### src/led_ctrl_pkg.sv
// Constants shared by the control register bank and its timing selector
package led_ctrl_pkg;

   // Register offsets on the serial bus
   localparam logic [7:0] MISC_CONTROL_OFS = 8'h05;
   localparam logic [7:0] OUTPUT9_CURRENT_OFS = 8'h2E;
   localparam logic [7:0] STATUS_OFS = 8'h3A;

   // Field positions in misc_control
   localparam int VAR_D_SEL_BIT = 7;
   localparam int AUTOINC_BIT = 6;
   localparam int POWER_SAVE_BIT = 5;
   localparam int PUMP_GAIN_LSB = 3;
   localparam int PWM_LOW_POWER_BIT = 2;
   localparam int DETECT_EN_BIT = 1;
   localparam int INT_EN_BIT = 0;
   // Position of the external-timing flag in the status register
   localparam int EXT_IN_USE_BIT = 0;

   // Values after reset
   localparam logic [7:0] MISC_CONTROL_RESET = 8'h40;
   localparam logic [7:0] OUTPUT9_CURRENT_RESET = 8'hAF;

   // Serial-bus device address; low two bits come from the select pins
   localparam logic [6:0] DEV_ADDR_BASE = 7'h34;

   // Timing: system clock and nominal internal oscillator (tenths of Hz)
   localparam longint CLK_HZ = 64'd250000000;
   localparam longint INT_OSC_DECI_HZ = 64'd327;
   localparam int INT_DIV_CYCLES = int'((CLK_HZ * 64'd10) / INT_OSC_DECI_HZ);
   // External clock is declared lost after this many nominal periods without an edge
   localparam int EXT_LOSS_PERIODS = 4;
   localparam int EXT_LOSS_CYCLES = INT_DIV_CYCLES * EXT_LOSS_PERIODS;

   // Clock selection codes {detect enable, internal enable}
   typedef enum logic [1:0] {
      CLK_FORCED_EXT = 2'h0,
      CLK_FORCED_INT = 2'h1,
      CLK_AUTO = 2'h2,
      CLK_INTERNAL = 2'h3
   } clk_sel_e;

   // Serial-bus slave states
   typedef enum logic [6:0] {
      ST_IDLE = 7'h01,
      ST_DEVADDR = 7'h02,
      ST_REGADDR = 7'h04,
      ST_WDATA = 7'h08,
      ST_ACK = 7'h10,
      ST_RDATA = 7'h20,
      ST_RACK = 7'h40
   } bus_state_e;

endpackage : led_ctrl_pkg

### src/misc_control_and_output9_current_code.sv
// Serial-bus register bank: misc control and ninth output current setting
`timescale 1ns/1ps
module misc_control_and_output9_current_code #(
   parameter int INT_DIV_CYCLES = led_ctrl_pkg::INT_DIV_CYCLES,
   parameter int EXT_LOSS_CYCLES = led_ctrl_pkg::EXT_LOSS_CYCLES
) (
   // Clock and reset
   input wire logic ref_clk_in,
   input wire logic rst_in,
   // Serial bus (open drain data)
   input wire logic scl_in,
   input wire logic sda_in,
   output logic sda_out,
   output logic sda_oe_out,
   input wire logic [1:0] addr_sel_in,
   // External clock pin
   input wire logic ext_clk_in,
   // Control outputs
   output logic [7:0] output9_current_code_out,
   output logic variable_d_from_adc_out,
   output logic address_autoinc_enable_out,
   output logic power_save_enable_out,
   output logic [1:0] pump_gain_select_out,
   output logic pulse_width_low_power_enable_out,
   output logic [1:0] clk_sel_out,
   // Timing outputs
   output logic engine_tick_out,
   output logic ext_timing_in_use_flag_out
);

   typedef struct packed {
      led_ctrl_pkg::bus_state_e st;
      led_ctrl_pkg::bus_state_e ret;
      logic [7:0] sh;
      logic [3:0] cnt;
      logic [7:0] ptr;
      logic scl_p;
      logic sda_p;
      logic oe;
      logic [7:0] misc;
      logic [7:0] led9;
   } bank_s;

   bank_s s_q;
   bank_s s_d;
   logic ext_in_use;

   if (INT_DIV_CYCLES < 2) begin : g_check
      $error("misc_control_and_output9_current_code: INT_DIV_CYCLES must be at least 2");
   end

   // Read data for a register pointer; unmapped addresses read zero
   function automatic logic [7:0] read_reg(input logic [7:0] ptr, input logic [7:0] misc,
                                           input logic [7:0] led9, input logic ext_used);
      logic [7:0] r;
      r = 8'h00;
      unique case (ptr)
         led_ctrl_pkg::MISC_CONTROL_OFS: r = misc;
         led_ctrl_pkg::OUTPUT9_CURRENT_OFS: r = led9;
         // Flag only means something while detection is enabled
         led_ctrl_pkg::STATUS_OFS:
            r[led_ctrl_pkg::EXT_IN_USE_BIT] = ext_used
               && misc[led_ctrl_pkg::DETECT_EN_BIT];
         default: r = 8'h00;
      endcase
      return r;
   endfunction : read_reg

   // Pointer step after a data byte; held still when auto-increment is off
   function automatic logic [7:0] next_ptr(input logic [7:0] ptr, input logic [7:0] misc);
      return misc[led_ctrl_pkg::AUTOINC_BIT] ? ptr + 8'h01 : ptr;
   endfunction : next_ptr

   // Slave protocol and register writes
   always_comb begin
      logic rise;
      logic fall;
      logic start;
      logic stop;
      logic [7:0] rd;
      rise = scl_in && !s_q.scl_p;
      fall = !scl_in && s_q.scl_p;
      start = scl_in && s_q.scl_p && s_q.sda_p && !sda_in;
      stop = scl_in && s_q.scl_p && !s_q.sda_p && sda_in;
      rd = read_reg(s_q.ptr, s_q.misc, s_q.led9, ext_in_use);
      s_d = s_q;
      s_d.scl_p = scl_in;
      s_d.sda_p = sda_in;
      if (start) begin
         // Repeated start keeps the pointer for a following read
         s_d.st = led_ctrl_pkg::ST_DEVADDR;
         s_d.cnt = 4'h0;
         s_d.oe = 1'b0;
      end else if (stop) begin
         s_d.st = led_ctrl_pkg::ST_IDLE;
         s_d.oe = 1'b0;
      end else begin
         unique case (s_q.st)
            led_ctrl_pkg::ST_IDLE: begin
               s_d.oe = 1'b0;
            end
            led_ctrl_pkg::ST_DEVADDR,
            led_ctrl_pkg::ST_REGADDR,
            led_ctrl_pkg::ST_WDATA: begin
               if (rise) begin
                  s_d.sh = {s_q.sh[6:0], sda_in};
                  s_d.cnt = s_q.cnt + 4'h1;
               end else if (fall && s_q.cnt == 4'h8) begin
                  s_d.oe = 1'b1;
                  s_d.st = led_ctrl_pkg::ST_ACK;
                  s_d.ret = led_ctrl_pkg::ST_WDATA;
                  if (s_q.st == led_ctrl_pkg::ST_DEVADDR) begin
                     // Other addresses are left alone and not acknowledged
                     if (s_q.sh[7:1] != {led_ctrl_pkg::DEV_ADDR_BASE[6:2], addr_sel_in}) begin
                        s_d.oe = 1'b0;
                        s_d.st = led_ctrl_pkg::ST_IDLE;
                     end else if (s_q.sh[0]) begin
                        s_d.ret = led_ctrl_pkg::ST_RDATA;
                     end else begin
                        s_d.ret = led_ctrl_pkg::ST_REGADDR;
                     end
                  end else if (s_q.st == led_ctrl_pkg::ST_REGADDR) begin
                     s_d.ptr = s_q.sh;
                  end else begin
                     if (s_q.ptr == led_ctrl_pkg::MISC_CONTROL_OFS) begin
                        s_d.misc = s_q.sh;
                     end
                     if (s_q.ptr == led_ctrl_pkg::OUTPUT9_CURRENT_OFS) begin
                        s_d.led9 = s_q.sh;
                     end
                     s_d.ptr = next_ptr(s_q.ptr, s_q.misc);
                  end
               end
            end
            led_ctrl_pkg::ST_ACK: begin
               if (fall) begin
                  s_d.cnt = 4'h0;
                  s_d.st = s_q.ret;
                  s_d.oe = 1'b0;
                  if (s_q.ret == led_ctrl_pkg::ST_RDATA) begin
                     s_d.sh = rd;
                     s_d.oe = !rd[7];
                  end
               end
            end
            led_ctrl_pkg::ST_RDATA: begin
               if (fall) begin
                  s_d.cnt = s_q.cnt + 4'h1;
                  s_d.sh = {s_q.sh[6:0], 1'b0};
                  s_d.oe = !s_q.sh[6];
                  if (s_q.cnt == 4'h7) begin
                     // Release for the master's acknowledge
                     s_d.oe = 1'b0;
                     s_d.st = led_ctrl_pkg::ST_RACK;
                     s_d.ptr = next_ptr(s_q.ptr, s_q.misc);
                  end
               end
            end
            led_ctrl_pkg::ST_RACK: begin
               if (rise && sda_in) begin
                  // Not acknowledged: master ends the read
                  s_d.st = led_ctrl_pkg::ST_IDLE;
               end else if (fall) begin
                  s_d.cnt = 4'h0;
                  s_d.sh = rd;
                  s_d.oe = !rd[7];
                  s_d.st = led_ctrl_pkg::ST_RDATA;
               end
            end
            default: begin
               s_d.st = led_ctrl_pkg::ST_IDLE;
               s_d.oe = 1'b0;
            end
         endcase
      end
   end

   // State register; control fields take their documented reset values
   always_ff @(posedge ref_clk_in) begin
      if (rst_in) begin
         s_q <= '0;
         s_q.st <= led_ctrl_pkg::ST_IDLE;
         s_q.ret <= led_ctrl_pkg::ST_IDLE;
         s_q.scl_p <= 1'b1;
         s_q.sda_p <= 1'b1;
         s_q.misc <= led_ctrl_pkg::MISC_CONTROL_RESET;
         s_q.led9 <= led_ctrl_pkg::OUTPUT9_CURRENT_RESET;
      end else begin
         s_q <= s_d;
      end
   end

   // Clock source selection and detection
   engine_timing_select #(
      .INT_DIV_CYCLES(INT_DIV_CYCLES),
      .EXT_LOSS_CYCLES(EXT_LOSS_CYCLES)
   ) u_timing (
      .ref_clk_in(ref_clk_in),
      .rst_in(rst_in),
      .ext_clk_in(ext_clk_in),
      .clk_sel_in(s_q.misc[led_ctrl_pkg::DETECT_EN_BIT:led_ctrl_pkg::INT_EN_BIT]),
      .engine_tick_out(engine_tick_out),
      .ext_in_use_out(ext_in_use)
   );

   // Open drain: only ever pulls low
   assign sda_out = 1'b0;
   assign sda_oe_out = s_q.oe;

   // Field outputs straight from the stored registers; the timing selector's in-use flag is gated by detect enable
   assign output9_current_code_out = s_q.led9;
   assign variable_d_from_adc_out = s_q.misc[led_ctrl_pkg::VAR_D_SEL_BIT];
   assign address_autoinc_enable_out = s_q.misc[led_ctrl_pkg::AUTOINC_BIT];
   assign power_save_enable_out = s_q.misc[led_ctrl_pkg::POWER_SAVE_BIT];
   assign pump_gain_select_out = s_q.misc[led_ctrl_pkg::PUMP_GAIN_LSB +: 2];
   // Passed on unchecked; keeping it clear above 1x pump is software's job
   assign pulse_width_low_power_enable_out = s_q.misc[led_ctrl_pkg::PWM_LOW_POWER_BIT];
   assign clk_sel_out = s_q.misc[led_ctrl_pkg::DETECT_EN_BIT:led_ctrl_pkg::INT_EN_BIT];
   assign ext_timing_in_use_flag_out = ext_in_use && s_q.misc[led_ctrl_pkg::DETECT_EN_BIT];

endmodule : misc_control_and_output9_current_code

### src/engine_timing_select.sv
// Selects the clock that paces program execution and detects the external clock
`timescale 1ns/1ps
module engine_timing_select #(
   parameter int INT_DIV_CYCLES = led_ctrl_pkg::INT_DIV_CYCLES,
   parameter int EXT_LOSS_CYCLES = led_ctrl_pkg::EXT_LOSS_CYCLES
) (
   // Clock and reset
   input wire logic ref_clk_in,
   input wire logic rst_in,
   // Clock pin and selection
   input wire logic ext_clk_in,
   input wire logic [1:0] clk_sel_in,
   // Pacing and status
   output logic engine_tick_out,
   output logic ext_in_use_out
);

   localparam int DW = $clog2(INT_DIV_CYCLES + 1);
   localparam int LW = $clog2(EXT_LOSS_CYCLES + 1);

   typedef struct packed {
      logic [DW-1:0] div;
      logic [LW-1:0] loss;
      logic ext_p;
      logic present;
      logic tick;
      logic in_use;
   } timing_s;

   timing_s s_q;
   timing_s s_d;

   if (INT_DIV_CYCLES < 2 || EXT_LOSS_CYCLES < 2) begin : g_check
      $error("engine_timing_select: divider counts must be at least 2");
   end

   // Internal divider, edge detector with a loss timeout only: no upper
   // frequency bound, so any edge rate keeps the clock accepted
   always_comb begin
      logic ext_edge;
      logic int_tick;
      logic use_ext;
      use_ext = 1'b0;
      ext_edge = ext_clk_in && !s_q.ext_p;
      int_tick = (s_q.div == DW'(INT_DIV_CYCLES - 1));
      s_d = s_q;
      s_d.ext_p = ext_clk_in;
      s_d.div = int_tick ? '0 : s_q.div + DW'(1);
      if (ext_edge) begin
         s_d.loss = '0;
         s_d.present = 1'b1;
      end else if (s_q.loss == LW'(EXT_LOSS_CYCLES - 1)) begin
         s_d.present = 1'b0;
      end else begin
         s_d.loss = s_q.loss + LW'(1);
      end
      // Forced external follows the pin alone; auto needs a detected signal
      unique case (led_ctrl_pkg::clk_sel_e'(clk_sel_in))
         led_ctrl_pkg::CLK_FORCED_EXT: use_ext = 1'b1;
         led_ctrl_pkg::CLK_AUTO: use_ext = s_q.present;
         led_ctrl_pkg::CLK_FORCED_INT,
         led_ctrl_pkg::CLK_INTERNAL: use_ext = 1'b0;
      endcase
      // Engines step once per selected edge, so pace scales with it
      s_d.tick = use_ext ? ext_edge : int_tick;
      s_d.in_use = use_ext && s_q.present;
   end

   // State register
   always_ff @(posedge ref_clk_in) begin
      if (rst_in) begin
         s_q <= '0;
      end else begin
         s_q <= s_d;
      end
   end

   assign engine_tick_out = s_q.tick;
   assign ext_in_use_out = s_q.in_use;

endmodule : engine_timing_select

### config.mk
export PLATFORM = sky130hd
export DESIGN_NAME = misc_control_and_output9_current_code
export DESIGN_NICKNAME = d
export VERILOG_FILES = /design/src/led_ctrl_pkg.sv /design/src/misc_control_and_output9_current_code.sv /design/src/engine_timing_select.sv
export SDC_FILE = /design/constraint.sdc
export NUM_CORES = 1
export LEC_CHECK = 0
export BUFFER_PORTS_ARGS = -buffer_cell sky130_fd_sc_hd__buf_2
export CORE_MARGIN = 4
export CORE_UTILIZATION = 35
export DETAILED_ROUTE_END_ITERATION = 6
export SETUP_SLACK_MARGIN = 0.1
export SYNTH_ARGS = -nofsm -noshare
export SYNTH_HDL_FRONTEND = slang
export SYNTH_SLANG_ARGS = --single-unit
export TNS_END_PERCENT = 100
### constraint.sdc
create_clock -name ref_clk_in -period 3.2 [get_ports ref_clk_in]
set_input_delay 0.32 -clock ref_clk_in [delete_from_list [all_inputs] [get_ports ref_clk_in]]
set_output_delay 0.32 -clock ref_clk_in [all_outputs]
set_load 0.01 [all_outputs]
# Word-level counts from Yosys, hierarchy flattened
# Cells that the tools add are included.
# word_totals
register_bits,105
output_inout_bits,20
elab_cells,151
# classes
addsub,4
n_eq_ne,37
mux,49
bitwise,6
n_reduce_logical,38
# op_table
cell,n
$mux 8,9
$mux 12,5
$pmux 12 s4,1
$mux 7,6
$pmux 7 s5,1
$mux 17,2
$mux 16,2
$mux 14,2
$add 25x1->25 const B,1
$eq 25x25->1 const B,1
$reduce_and 8->1,3
$add 23x1->23 const B,1
$eq 23x23->1 const B,1
$reduce_and 7->1,3
$mux 20,1
$ne 2x2->1 const B,10
$ne 4x4->1 const B,5
$eq 8x6->1 const B,2
$pmux 8 s2,1
$eq 7x6->1 const B,2
$pmux 7 s2,1
$logic_and 1x1->1,12
$mux 1,11
$reduce_and 9->1,1
other kinds (30),50

# Logic depth before layout (Yosys ltp)
# Gate-level depths: netlist of run 1.
# logic_depth
depth_word,8
ltp_mapped,9
mapped_depth_nobuf,8

# Cells and area by module
# A second synthesis of run 1 with hierarchy kept.
# hier_totals
hier_cells,649
hier_area_um2,5439.0
# modules_own_cells
module,instances,cells_each,area_each_um2,seq_area_each_um2
misc_control_and_output9_current_code,1,362,2964.1,1001.0
engine_timing_select,1,287,2474.9,1041.0

# Least setup slack after synthesis of run 1
# Ideal clock, no wire load.
# synth_path
path_type,input to register
from,input port scl_in
to,register s_q (netlist bit address_autoinc_enable_out)
arrival_ns,2.006
required_time_ns,3.080
path_slack_ns,1.074
path_stages,7
path_buffers,1
path_cell_list,buf_2 -> nand2b_1 -> nor3_4 -> nand4_1 -> nor4_4 -> nor2b_1 -> a211o_1
# synth_between
elab_chain_cells,5
word_cells_on_any_way,13
cone_classes,bitwise: 3; reduce/logical: 10
# synth_lines
element,line_no,rtl
"start, declared",misc_control_and_output9_current_code.sv:11,"input wire logic scl_in,"
$logic_and 1x1->1,"misc_control_and_output9_current_code.sv:83, misc_control_and_output9_current_code.sv:84",
$logic_and 1x1->1 (on tied branches) (2 in a row),"misc_control_and_output9_current_code.sv:84, misc_control_and_output9_current_code.sv:83",
$not 1->1 (no line),-,
$reduce_and 8->1 (no line) (*),-,
"end, declared",misc_control_and_output9_current_code.sv:44,bank_s s_q;
# Every way passes the cells marked *; elsewhere a longest branch is shown, timed or not.
# A chain may end at the register's enable or synchronous reset.

# Final worst setup path of run 1
# layout_path
from,register s_q[51] (netlist name)
to,register s_q[20] (netlist name)
# layout_between
elab_chain_cells,6
word_cells_on_any_way,17
cone_classes,eq/ne: 9; mux: 5; reduce/logical: 3
# layout_lines
element,line_no,rtl
$eq 7x3->1,"misc_control_and_output9_current_code.sv:98, misc_control_and_output9_current_code.sv:122",
$mux 8,misc_control_and_output9_current_code.sv:122,end else if (s_q.st == led_ctrl_pkg::ST_REGADDR) begin
$mux 8,misc_control_and_output9_current_code.sv:112,if (s_q.st == led_ctrl_pkg::ST_DEVADDR) begin
$mux 8,misc_control_and_output9_current_code.sv:108,end else if (fall && s_q.cnt == 4'h8) begin
$mux 8,misc_control_and_output9_current_code.sv:105,if (rise) begin
$pmux 8 s2,misc_control_and_output9_current_code.sv:98,unique case (s_q.st)
# Parallel ways exist; a longest one is shown, timed or not. The select of a mux whose other input is x is not followed.

==> run_results.csv, run 1 <==
group,metric,value,unit
run_status,status,"finished, final reports clean",
floorplanning,dieWidth,131,µm
pwr,clkPwrFrac,45.1,%
cts,numCtsBuffers,9,
cts,cts_tree,"done",
pwr,seqPwrFrac,50.4,%
setup_path,timing_worst_setup_path_type,"flip-flop to flip-flop",
finish,fillers,1461,
finish,instances_no_fill,832,
yosys,synth.top_cells.by_area,"dfxtp_1, nor2_1, xnor2_1",
setup_path,r2r_start,"s_q[51]",
sta,period_minus_slack,2.64,ns
global_routing,grt_util_all_layers,14.8,%
yosys,avgSynthCellArea,8.24,µm²
placed_design,dpl.cell_count,816,
setup_path,r2r_end,"s_q[20]",
sta,setup_viol,0,
finish,syn_to_final_growth,9.14,%
sta,finalMaxSlewViolations,0,
yosys,synth.largest_area_cell,"dfxtp_1",
sta,hold_viol,0,
placed_design,gp_congestion,0.877,
finish,post-route-util,39.5,%
yosys,synth_common_cells,"dfxtp_1, nor2_1, nand2_1, a21oi_1, nand3_1",
yosys,ys_ff_latch,102,
yosys,synth_top_area_share,38.4,%
pwr,p_per_area,443,nW/µm²
cts,htreeDepth,3,
placed_design,dpl.hpwl,9.17,mm
detailed_routing,vias_per_cell,5.44,
yosys,synth_edf_count,0,
sta,max_slew_margin,23.5,%
detailed_routing,drt-initial-drc-count,442,
global_routing,antenna_found_initial,0,
setup_path,start_kind,"flip-flop",
finish,seq_area,2040,µm²
yosys,yosysWarnings,0,
yosys,ys_types,62,
pwr,switching_share,23.6,%
yosys,async_flop_share,0,%
yosys,synth.most_common_cell,"dfxtp_1",
setup_path,crit_required,3.46,ns
detailed_routing,drc,0,
setup_path,end_kind,"flip-flop",
pwr,p_leak,2.00,nW
cts,post-cts-setup-buffers,0,
pwr,internal_power,1.96,mW
floorplanning,die-area,17200,µm²
detailed_routing,wire_per_inst,15.4,µm
floorplanning,io_pins,27,
setup_path,rr_worst_depth,6,
yosys,synth_top_flop_cell,"dfxtp_1",
min_path,hp-class,"input port to flip-flop",
pwr,irDropWorstVdd,294,µV
finish,multi_input_area,2980,µm²
detailed_routing,antenna_left,0,
pwr,power_frac_comb,4.5,%
cts,path_clk_slew,0.07,ns
sta,setup_ws,0.561,ns
placed_design,place_ws,0.651,ns
setup_path,regToRegSetupSlack,0.56,ns
global_routing,grt_pass1_wl,21.1,mm
pwr,p_sw,608,µW
setup_path,crit_arrival,2.90,ns
yosys,yosysSeqAreaShare,38.4,%
detailed_routing,num_vias,4527,
cts,cts_root_buf,"clkbuf_16",
global_routing,first_global_vias,4128,
cts,cts_buffer_depth,2,
cts,holdBufCountCts,0,
sta,fin_setup_tns,0,ns
yosys,syn-num-nets,661,
cts,clk_latency,0.36,ns
job,cap_violations,0,
sta,finClkSkew,0.00705,ns
placed_design,numPortBuffers,25,
floorplanning,core_area,14700,µm²
cts,cts-resized-gates,0,
sta,clock.fmax,0.379,GHz
cts,clock-sinks,102,
sta,worst_slew_pin_slew,1.14,ns
detailed_routing,drt-pass1-iter-count,5,
yosys,syn_inst,646,
yosys,synth_area,5320,µm²
sta,rsz0062_at_grt,"false",
finish,finalNetCount,658,
setup_path,crit_end,"s_q[20]",
global_routing,gr-total-overflow,0,
setup_path,startpoint,"s_q[51]",
floorplanning,die_y,131,µm
min_path,min_path_cells,2,
global_routing,grt_max_degree,26,
floorplanning,start_util,36.2,%
finish,layout-drive-gt1-share,10.2,%
setup_path,crit_fanout,17,
sta,period_share,82.5,%
floorplanning,num_rows,44,
sta,hold_slack,0.189,ns
finish,antenna_cells,0,
detailed_routing,drt-total-wl,12.8,mm
-- flip-flops by register name, indices dropped and copies added, names as in the netlist --
signal	flops
power_save_enable_out	1
address_autoinc_enable_out	1
s_q	33
pump_gain_select_out	2
variable_d_from_adc_out	1
u_timing.s_q	50
clk_sel_out	2
u_timing.ext_in_use_out	1
pulse_width_low_power_enable_out	1
sda_oe_out	1
u_timing.engine_tick_out	1
output9_current_code_out	8
-- worst min-delay path by stage --
stage / start / end
final: ext_clk_in / u_timing.s_q[3]
after global routing: ext_clk_in / u_timing.s_q[3]
after CTS: ext_clk_in / u_timing.s_q[3]
after detailed placement: u_timing.s_q[2] / u_timing.ext_in_use_out
after global placement: u_timing.s_q[2] / u_timing.ext_in_use_out
after floorplan: u_timing.s_q[29] / u_timing.s_q[29]
-- per-stage QoR --
stage	area (µm²)	total power, mW
after detailed placement	5490	1.44
after CTS	5810	2.60
after global placement	5490	1.44
final	5810	2.57
after global routing	5810	2.66
after floorplan	5320	1.41
-- cells in the final DEF, fill, tap and decap left out, types with 3 or more instances in the layout --
master     count
o32ai_1        6
nor4bb_1       6
xnor2_1       25
and3_1        10
a211oi_1       5
nor3b_1        6
xor2_1        24
and2_1         3
nor4_1         6
o21ai_0       15
a221oi_1       8
a31oi_1        3
nand3_1       28
nand4_1       14
nand2b_1      10
mux2i_1       12
o211ai_1       6
nand2_1       45
or2_2          9
dfxtp_1      102
inv_1         16
nor3_1        24
nor2_1       101
buf_2         25
clkbuf_16      9
a21oi_1       31
nor2b_1       11
or3_1          9
a211o_1        8
nor4b_1        5
buf_4          7
a22oi_1        3
and4_1         7
o31ai_1        3
ha_1           8
-- logic make-up after synthesis --
logic type	synth area share (%)
xor+xnor	8.06
compound gates	13.0
flops	38.4
mux	2.47
other cells	0.0705
buf+inv	5.62
fa+ha+maj	1.88
simple gates	30.5
-- critical path, cell delays in order, from the launching register on --
cell and delay [ns]:
dfxtp_1 0.69, nor4_2 0.18, o211a_1 0.18, and2_1 0.17, o211ai_1 0.91, a211oi_1 0.13, a211oi_1 0.28
-- layer usage --
| layer | routed length, µm | vias to the layer above | global-route usage [%] | part of all wire, % |
|---|---|---|---|---|
| met4 | 241 | 0 | 5.78 | 1.9 |
| li1 | - | 2269 | - | - |
| met5 | 0 | - | 0 | 0 |
| met2 | 5870 | 93 | 22.7 | 46 |
| met3 | 626 | 19 | 3.75 | 4.9 |
| met1 | 6050 | 2146 | 20.1 | 47 |
-- final cells by class --
cell class	instances	share of cell area, %
Clock buffer	10	4.11
Clock inverter	6	1.36
Inverter	16	1.03
Multi-Input combinational cell	482	51.3
Sequential cell	102	35.1
Tap cell	184	3.96
Timing Repair Buffer	32	3.06
-- power by group through the flow --
stage	Combinational (mW)	Clock (mW)	Sequential, mW
2_1_floorplan	0.0890	0	1.32
4_1_cts	0.116	1.19	1.29
3_3_place_gp	0.115	0	1.32
5_1_grt	0.132	1.23	1.30
6_report	0.117	1.16	1.29
3_5_place_dp	0.116	0	1.32
Power figures use the tool's default switching activity.
==> run 2, diff against run 1 <==
ABC_AREA = 1   (was not set)
clock period = 2.7 ns   (was 3.2 ns; I/O delays follow)
==> run 2 against run 1 <==
Against the previous run:
- combinational power increased to 4.7 times the previous value
- clock power increased by 7%
- first-iteration DRC count decreased by 12%
- wire length increased by 4.3%
- critical path type unchanged
==> run_results.csv, run 2 <==
group,metric,value,unit
sta,hold_slack,0.194,ns
cts,holdBufCountCts,0,
detailed_routing,drt-pass1-iter-count,5,
finish,largest_register_ffs,50,
finish,syn_to_final_growth,9.16,%
yosys,synth_top_flop_cell,"dfxtp_1",
placed_design,dpl.cell_count,1038,
placed_design,dpl.hpwl,10.0,mm
setup_path,startpoint,"s_q[19]",
pwr,p_per_area,549,nW/µm²
setup_path,crit_arrival,2.04,ns
floorplanning,dieWidth,136,µm
setup_path,rr_worst_depth,9,
yosys,avgSynthCellArea,7.01,µm²
global_routing,grt_util_all_layers,15.2,%
yosys,synth_top_area_share,35.5,%
finish,final_common_cell,"nand2_1",
finish,instances_no_fill,1054,
yosys,ys_ff_latch,102,
setup_path,crit_required,2.92,ns
sta,rsz0062_at_grt,"false",
cts,post-cts-setup-buffers,0,
sta,period_minus_slack,1.82,ns
cts,cts-resized-gates,0,
global_routing,antenna_found_initial,0,
detailed_routing,wire_per_inst,12.7,µm
setup_path,r2r_end,"output9_current_code_out[6]",
yosys,yosysSeqAreaShare,35.5,%
sta,setup_viol,0,
yosys,syn-num-nets,835,
finish,most-common-layout-cells,"nand2_1, inv_1, dfxtp_1, nor2_1, a21oi_1",
yosys,synth.largest_area_cell,"dfxtp_1",
sta,max_slew_margin,64.2,%
yosys,synth.most_common_cell,"nand2_1",
floorplanning,die-area,18500,µm²
setup_path,regToRegSetupSlack,0.88,ns
yosys,ys_types,46,
sta,finalMaxSlewViolations,0,
floorplanning,die_y,136,µm
global_routing,grt_pass1_wl,22.8,mm
min_path,min_to,"u_timing.s_q[3]",
yosys,yosysWarnings,0,
floorplanning,core_area,16000,µm²
sta,hold_viol,0,
pwr,p_leak,2.52,nW
cts,numCtsBuffers,9,
placed_design,place_ws,0.692,ns
cts,cts_tree,"done",
placed_design,numPortBuffers,25,
yosys,synth_area,5750,µm²
setup_path,start_kind,"flip-flop",
sta,fin_setup_tns,0,ns
finish,regMostFlops,"u_timing.s_q",
cts,htreeDepth,3,
finish,layout-drive-gt1-share,13.8,%
global_routing,first_global_vias,4684,
detailed_routing,drc,0,
yosys,syn_inst,820,
cts,clock-sinks,102,
setup_path,crit_fanout,14,
cts,cts_buffer_depth,2,
detailed_routing,drt-total-wl,13.3,mm
floorplanning,start_util,35.9,%
yosys,synth_common_cells,"nand2_1, inv_1, dfxtp_1, nor2_1, a21oi_1",
finish,antenna_cells,0,
min_path,min_path_cells,3,
min_path,hold_start,"ext_clk_in",
min_path,hp-class,"input port to flip-flop",
sta,setup_ws,0.879,ns
global_routing,grt_max_degree,30,
setup_path,end_kind,"flip-flop",
setup_path,r2r_start,"s_q[19]",
pwr,irDropWorstVdd,313,µV
run_status,status,"finished, final reports clean",
sta,period_share,67.5,%
detailed_routing,drt-initial-drc-count,388,
finish,finalNetCount,848,
job,cap_violations,0,
cts,path_clk_slew,0.07,ns
sta,clock.fmax,0.549,GHz
yosys,async_flop_share,0,%
floorplanning,num_rows,46,
global_routing,gr-total-overflow,0,
cts,clk_latency,0.35,ns
yosys,synth.top_cells.by_area,"dfxtp_1, nand2_1, inv_1",
detailed_routing,vias_per_cell,4.75,
detailed_routing,antenna_left,0,
cts,cts_root_buf,"clkbuf_16",
sta,finClkSkew,0.00858,ns
yosys,synth_edf_count,0,
placed_design,gp_congestion,0.853,
sta,worst_slew_pin_slew,0.533,ns
setup_path,timing_worst_setup_path_type,"flip-flop to flip-flop",
detailed_routing,num_vias,5002,
floorplanning,io_pins,27,
-- run 2: changes by cell type after synthesis, sizes merged, moves of 10 or more --
cell / previous run / this run
o21ai: 15 / 47
a21oi: 31 / 52
nand4: 14 / 26
nand3: 28 / 55
nor2b: 12 / 0
xnor2: 25 / 6
clkbuf: 25 / 3
nand2b: 10 / 0
nand2: 45 / 184
mux2i: 12 / 0
xor2: 24 / 9
inv: 16 / 109
nor2: 101 / 123
-- run 2: layer usage --
metal	up-vias	global-route usage [%]	wire length, µm
met4	0	5.10	212
li1	2689	-	-
met3	13	2.29	558
met1	2212	21.8	6920
met2	88	23.1	5650
met5	-	0	0
-- run 2: layout make-up --
type | count | area [µm²]
well taps | 216 | 270
repair buffers | 29 | 155
inverters | 110 | 418
flip-flops and latches | 102 | 2040
clock buffers | 14 | 264
fillers | 1733 | 9720
clock inverters | 2 | 16.3
multi-input cells | 581 | 3110
-- run 2: worst max-delay path, cell delays in order, from the launching register on --
cell      delay (ns)
dfxtp_1         0.37
inv_1           0.10
ha_1            0.16
nand2_1         0.06
nor2_1          0.21
nand2_1         0.13
inv_2           0.16
nand3_2         0.27
nor2_1          0.18
a211oi_1        0.06
-- run 2: how the worst max path moves through the flow --
stage	endpoint	slack, ns
finish	output9_current_code_out[6]	0.88
global route	output9_current_code_out[6]	0.67
CTS	u_timing.s_q[27]	0.88
detailed placement	u_timing.s_q[27]	0.69
global placement	u_timing.s_q[27]	0.76
floorplan	u_timing.s_q[24]	1.16
-- run 2: logic make-up after synthesis --
| kind of cell | Yosys count | share of synthesized area (%) |
|---|---|---|
| and+or+nand+nor | 433 | 38.1 |
| buffers and inverters | 137 | 10.4 |
| AOI/OAI and AO/OA | 124 | 11.9 |
| DFF | 102 | 35.5 |
| xor gates and xnor gates | 15 | 2.29 |
| adders and majority gates | 8 | 1.74 |
| other | 1 | 0.0652 |
-- run 2: report_power, final --
group | total, mW | switching (mW) | internal (mW) | leakage (nW)
Clock | 1.24 | 0.562 | 0.679 | 0.133
Sequential | 1.65 | 0.0802 | 1.57 | 0.825
Combinational | 0.550 | 0.365 | 0.184 | 1.56
Total | 3.45 | 1.01 | 2.44 | 2.52
-- run 2: metrics by stage --
stage                     cell area, µm²  power, mW  util (%)
after floorplan                     5750       2.11         -
after global placement              6000       2.23      37.5
after detailed placement            6000       2.23      37.5
after global routing                6280       3.64      39.2
final                               6280       3.45      39.2
after CTS                           6280       3.49      39.2
==> run 3, diff against run 2 <==
clock period = 1.84 ns   (was 2.7 ns; I/O delays follow)
==> run 3 against run 2 <==
Against the previous run:
- clock power up 42%
- design area up 4.6%
- setup slack worse by 0.68 ns
- critical path depth up 1
- flip-flop and latch count unchanged
- worst hold slack worse by 0.091 ns
==> run_results.csv, run 3 (same netlist as run 2, synthesis figures left out) <==
group,metric,value,unit
sta,hold_viol,0,
sta,rsz0062_at_grt,"true",
finish,layout-drive-gt1-share,18.9,%
detailed_routing,antenna_left,0,
global_routing,first_global_vias,4756,
placed_design,dpl_cell_area,6080,µm²
global_routing,antenna_found_initial,0,
min_path,hp-class,"input port to flip-flop",
finish,fillers,1689,
detailed_routing,vias_per_cell,4.89,
finish,regMostFlops,"u_timing.s_q",
detailed_routing,drc,0,
pwr,irDropWorstVdd,508,µV
sta,period_share,89.2,%
pwr,p_leak,2.65,nW
placed_design,numPortBuffers,25,
floorplanning,dieWidth,136,µm
cts,clock-sinks,102,
sta,fin_setup_tns,0,ns
pwr,seqPwrFrac,47.4,%
floorplanning,num_rows,46,
setup_path,timing_worst_setup_path_type,"flip-flop to flip-flop",
sta,finalMaxSlewViolations,0,
pwr,internal_power,3.59,mW
run_status,status,"finished, final reports clean",
setup_path,crit_arrival,1.88,ns
cts,cts_tree,"done",
pwr,p_sw,1.54,mW
finish,most-common-layout-cells,"nand2_1, inv_1, dfxtp_1, nor2_1, a21oi_1",
setup_path,crit_fanout,6,
finish,post-route-util,41.0,%
pwr,power_frac_comb,18.2,%
detailed_routing,drt-total-wl,14.2,mm
cts,cts_root_buf,"clkbuf_16",
job,cap_violations,0,
pwr,p_per_area,782,nW/µm²
setup_path,path_buf_inv,0,
cts,numCtsBuffers,9,
pwr,power,5.13,mW
detailed_routing,drt-pass1-iter-count,5,
pwr,switching_share,30.1,%
placed_design,dpl.hpwl,10.5,mm
floorplanning,die_y,136,µm
finish,antenna_cells,0,
detailed_routing,wire_per_inst,13.2,µm
floorplanning,core_area,16000,µm²
detailed_routing,num_vias,5255,
finish,largest_register_ffs,50,
setup_path,critPathMostFrequentCell,"nor2_1",
sta,setup_viol,0,
sta,finClkSkew,0.00550,ns
setup_path,start_kind,"flip-flop",
cts,cts_buffer_depth,2,
sta,clock.fmax,0.609,GHz
floorplanning,io_pins,27,
sta,hold_slack,0.102,ns
detailed_routing,drt-initial-drc-count,371,
finish,final_common_cell,"nand2_1",
global_routing,grt_pass1_wl,23.4,mm
global_routing,grt_max_degree,22,
setup_path,end_kind,"flip-flop",
cts,path_clk_slew,0.07,ns
finish,syn_to_final_growth,14.2,%
finish,finalNetCount,869,
cts,htreeDepth,3,
floorplanning,die-area,18500,µm²
pwr,clkPwrFrac,34.4,%
setup_path,crit_required,2.08,ns
setup_path,crit_family,"simple AND/OR/NAND/NOR gates",
setup_path,cp_slowest_cell,"dfxtp_1",
floorplanning,start_util,35.9,%
setup_path,worst_path_largest_cell_delay,0.33,ns
placed_design,gp_congestion,0.871,
global_routing,gr-total-overflow,0,
global_routing,grt_util_all_layers,15.7,%
setup_path,crit_chain,"nor2_2 -> nand2_4 -> nor2_4 -> nand2_1 -> nand2_1 -> nor2_1 -> nand3_2 -> nor2_1 -> nor2_1 -> nor2_1",
sta,period_minus_slack,1.64,ns
finish,design_area,6570,µm²
cts,clk_latency,0.35,ns
==> run 3: power groups by stage <==
stage | clock network (mW) | logic [mW] | registers, mW
final | 1.76 | 0.933 | 2.44
after CTS | 1.83 | 0.846 | 2.42
after detailed placement | 0 | 0.842 | 2.47
after global placement | 0 | 0.852 | 2.47
after global routing | 1.91 | 1.06 | 2.45
after floorplan | 0 | 0.663 | 2.44
==> run 3: cell type report <==
type                            count  area [µm²]  share of cell area [%]
Multi-Input combinational cell    583        3240                    49.4
Tap cell                          216         270                    4.12
Inverter                          110         420                    6.40
Sequential cell                   102        2060                    31.3
Clock buffer                       12         246                    3.75
Timing Repair Buffer               48         310                    4.73
Clock inverter                      3        21.3                   0.324
==> run 3: metrics by stage <==
stage                     worst slack [ns]  cells
final                                0.199   1074
after floorplan                      0.301    820
after global routing                0.0593   1074
after global placement              0.0541   1047
after detailed placement            0.0689   1047
after CTS                            0.110   1062
==> run 3: metal layers <==
layer	vias up	GRT usage, %	wire (µm)
met5	-	0	0
met4	0	5.32	202
met3	15	3.03	782
met2	133	23.9	6370
met1	2376	22.1	6880
li1	2731	-	-
==> run 3: timing repair <==
item | in CTS | in global routing
hold buffers | 0 | 0
resized for setup | 3 | 37
pin swaps | 0 | 10
gates cloned | 0 | 2
setup endpoints to repair | 10 | 51
setup buffers | 0 | 10
==> run 3: path summary, 6_finish.rpt <==
kind	slack, ns	from	endpoint	cells after the start
setup / recovery	0.20	s_q[46]	s_q[52]	10
hold / removal	0.10	ext_clk_in	u_timing.s_q[3]	3
setup reg to reg	0.20	s_q[46]	s_q[52]	10
hold reg to reg	0.43	u_timing.s_q[29]	u_timing.s_q[29]	1
==> run 3: tightest hold or removal path, cell delays in order <==
cell and delay, ns:
buf_2 0.12, inv_1 0.06, nor2_1 0.04
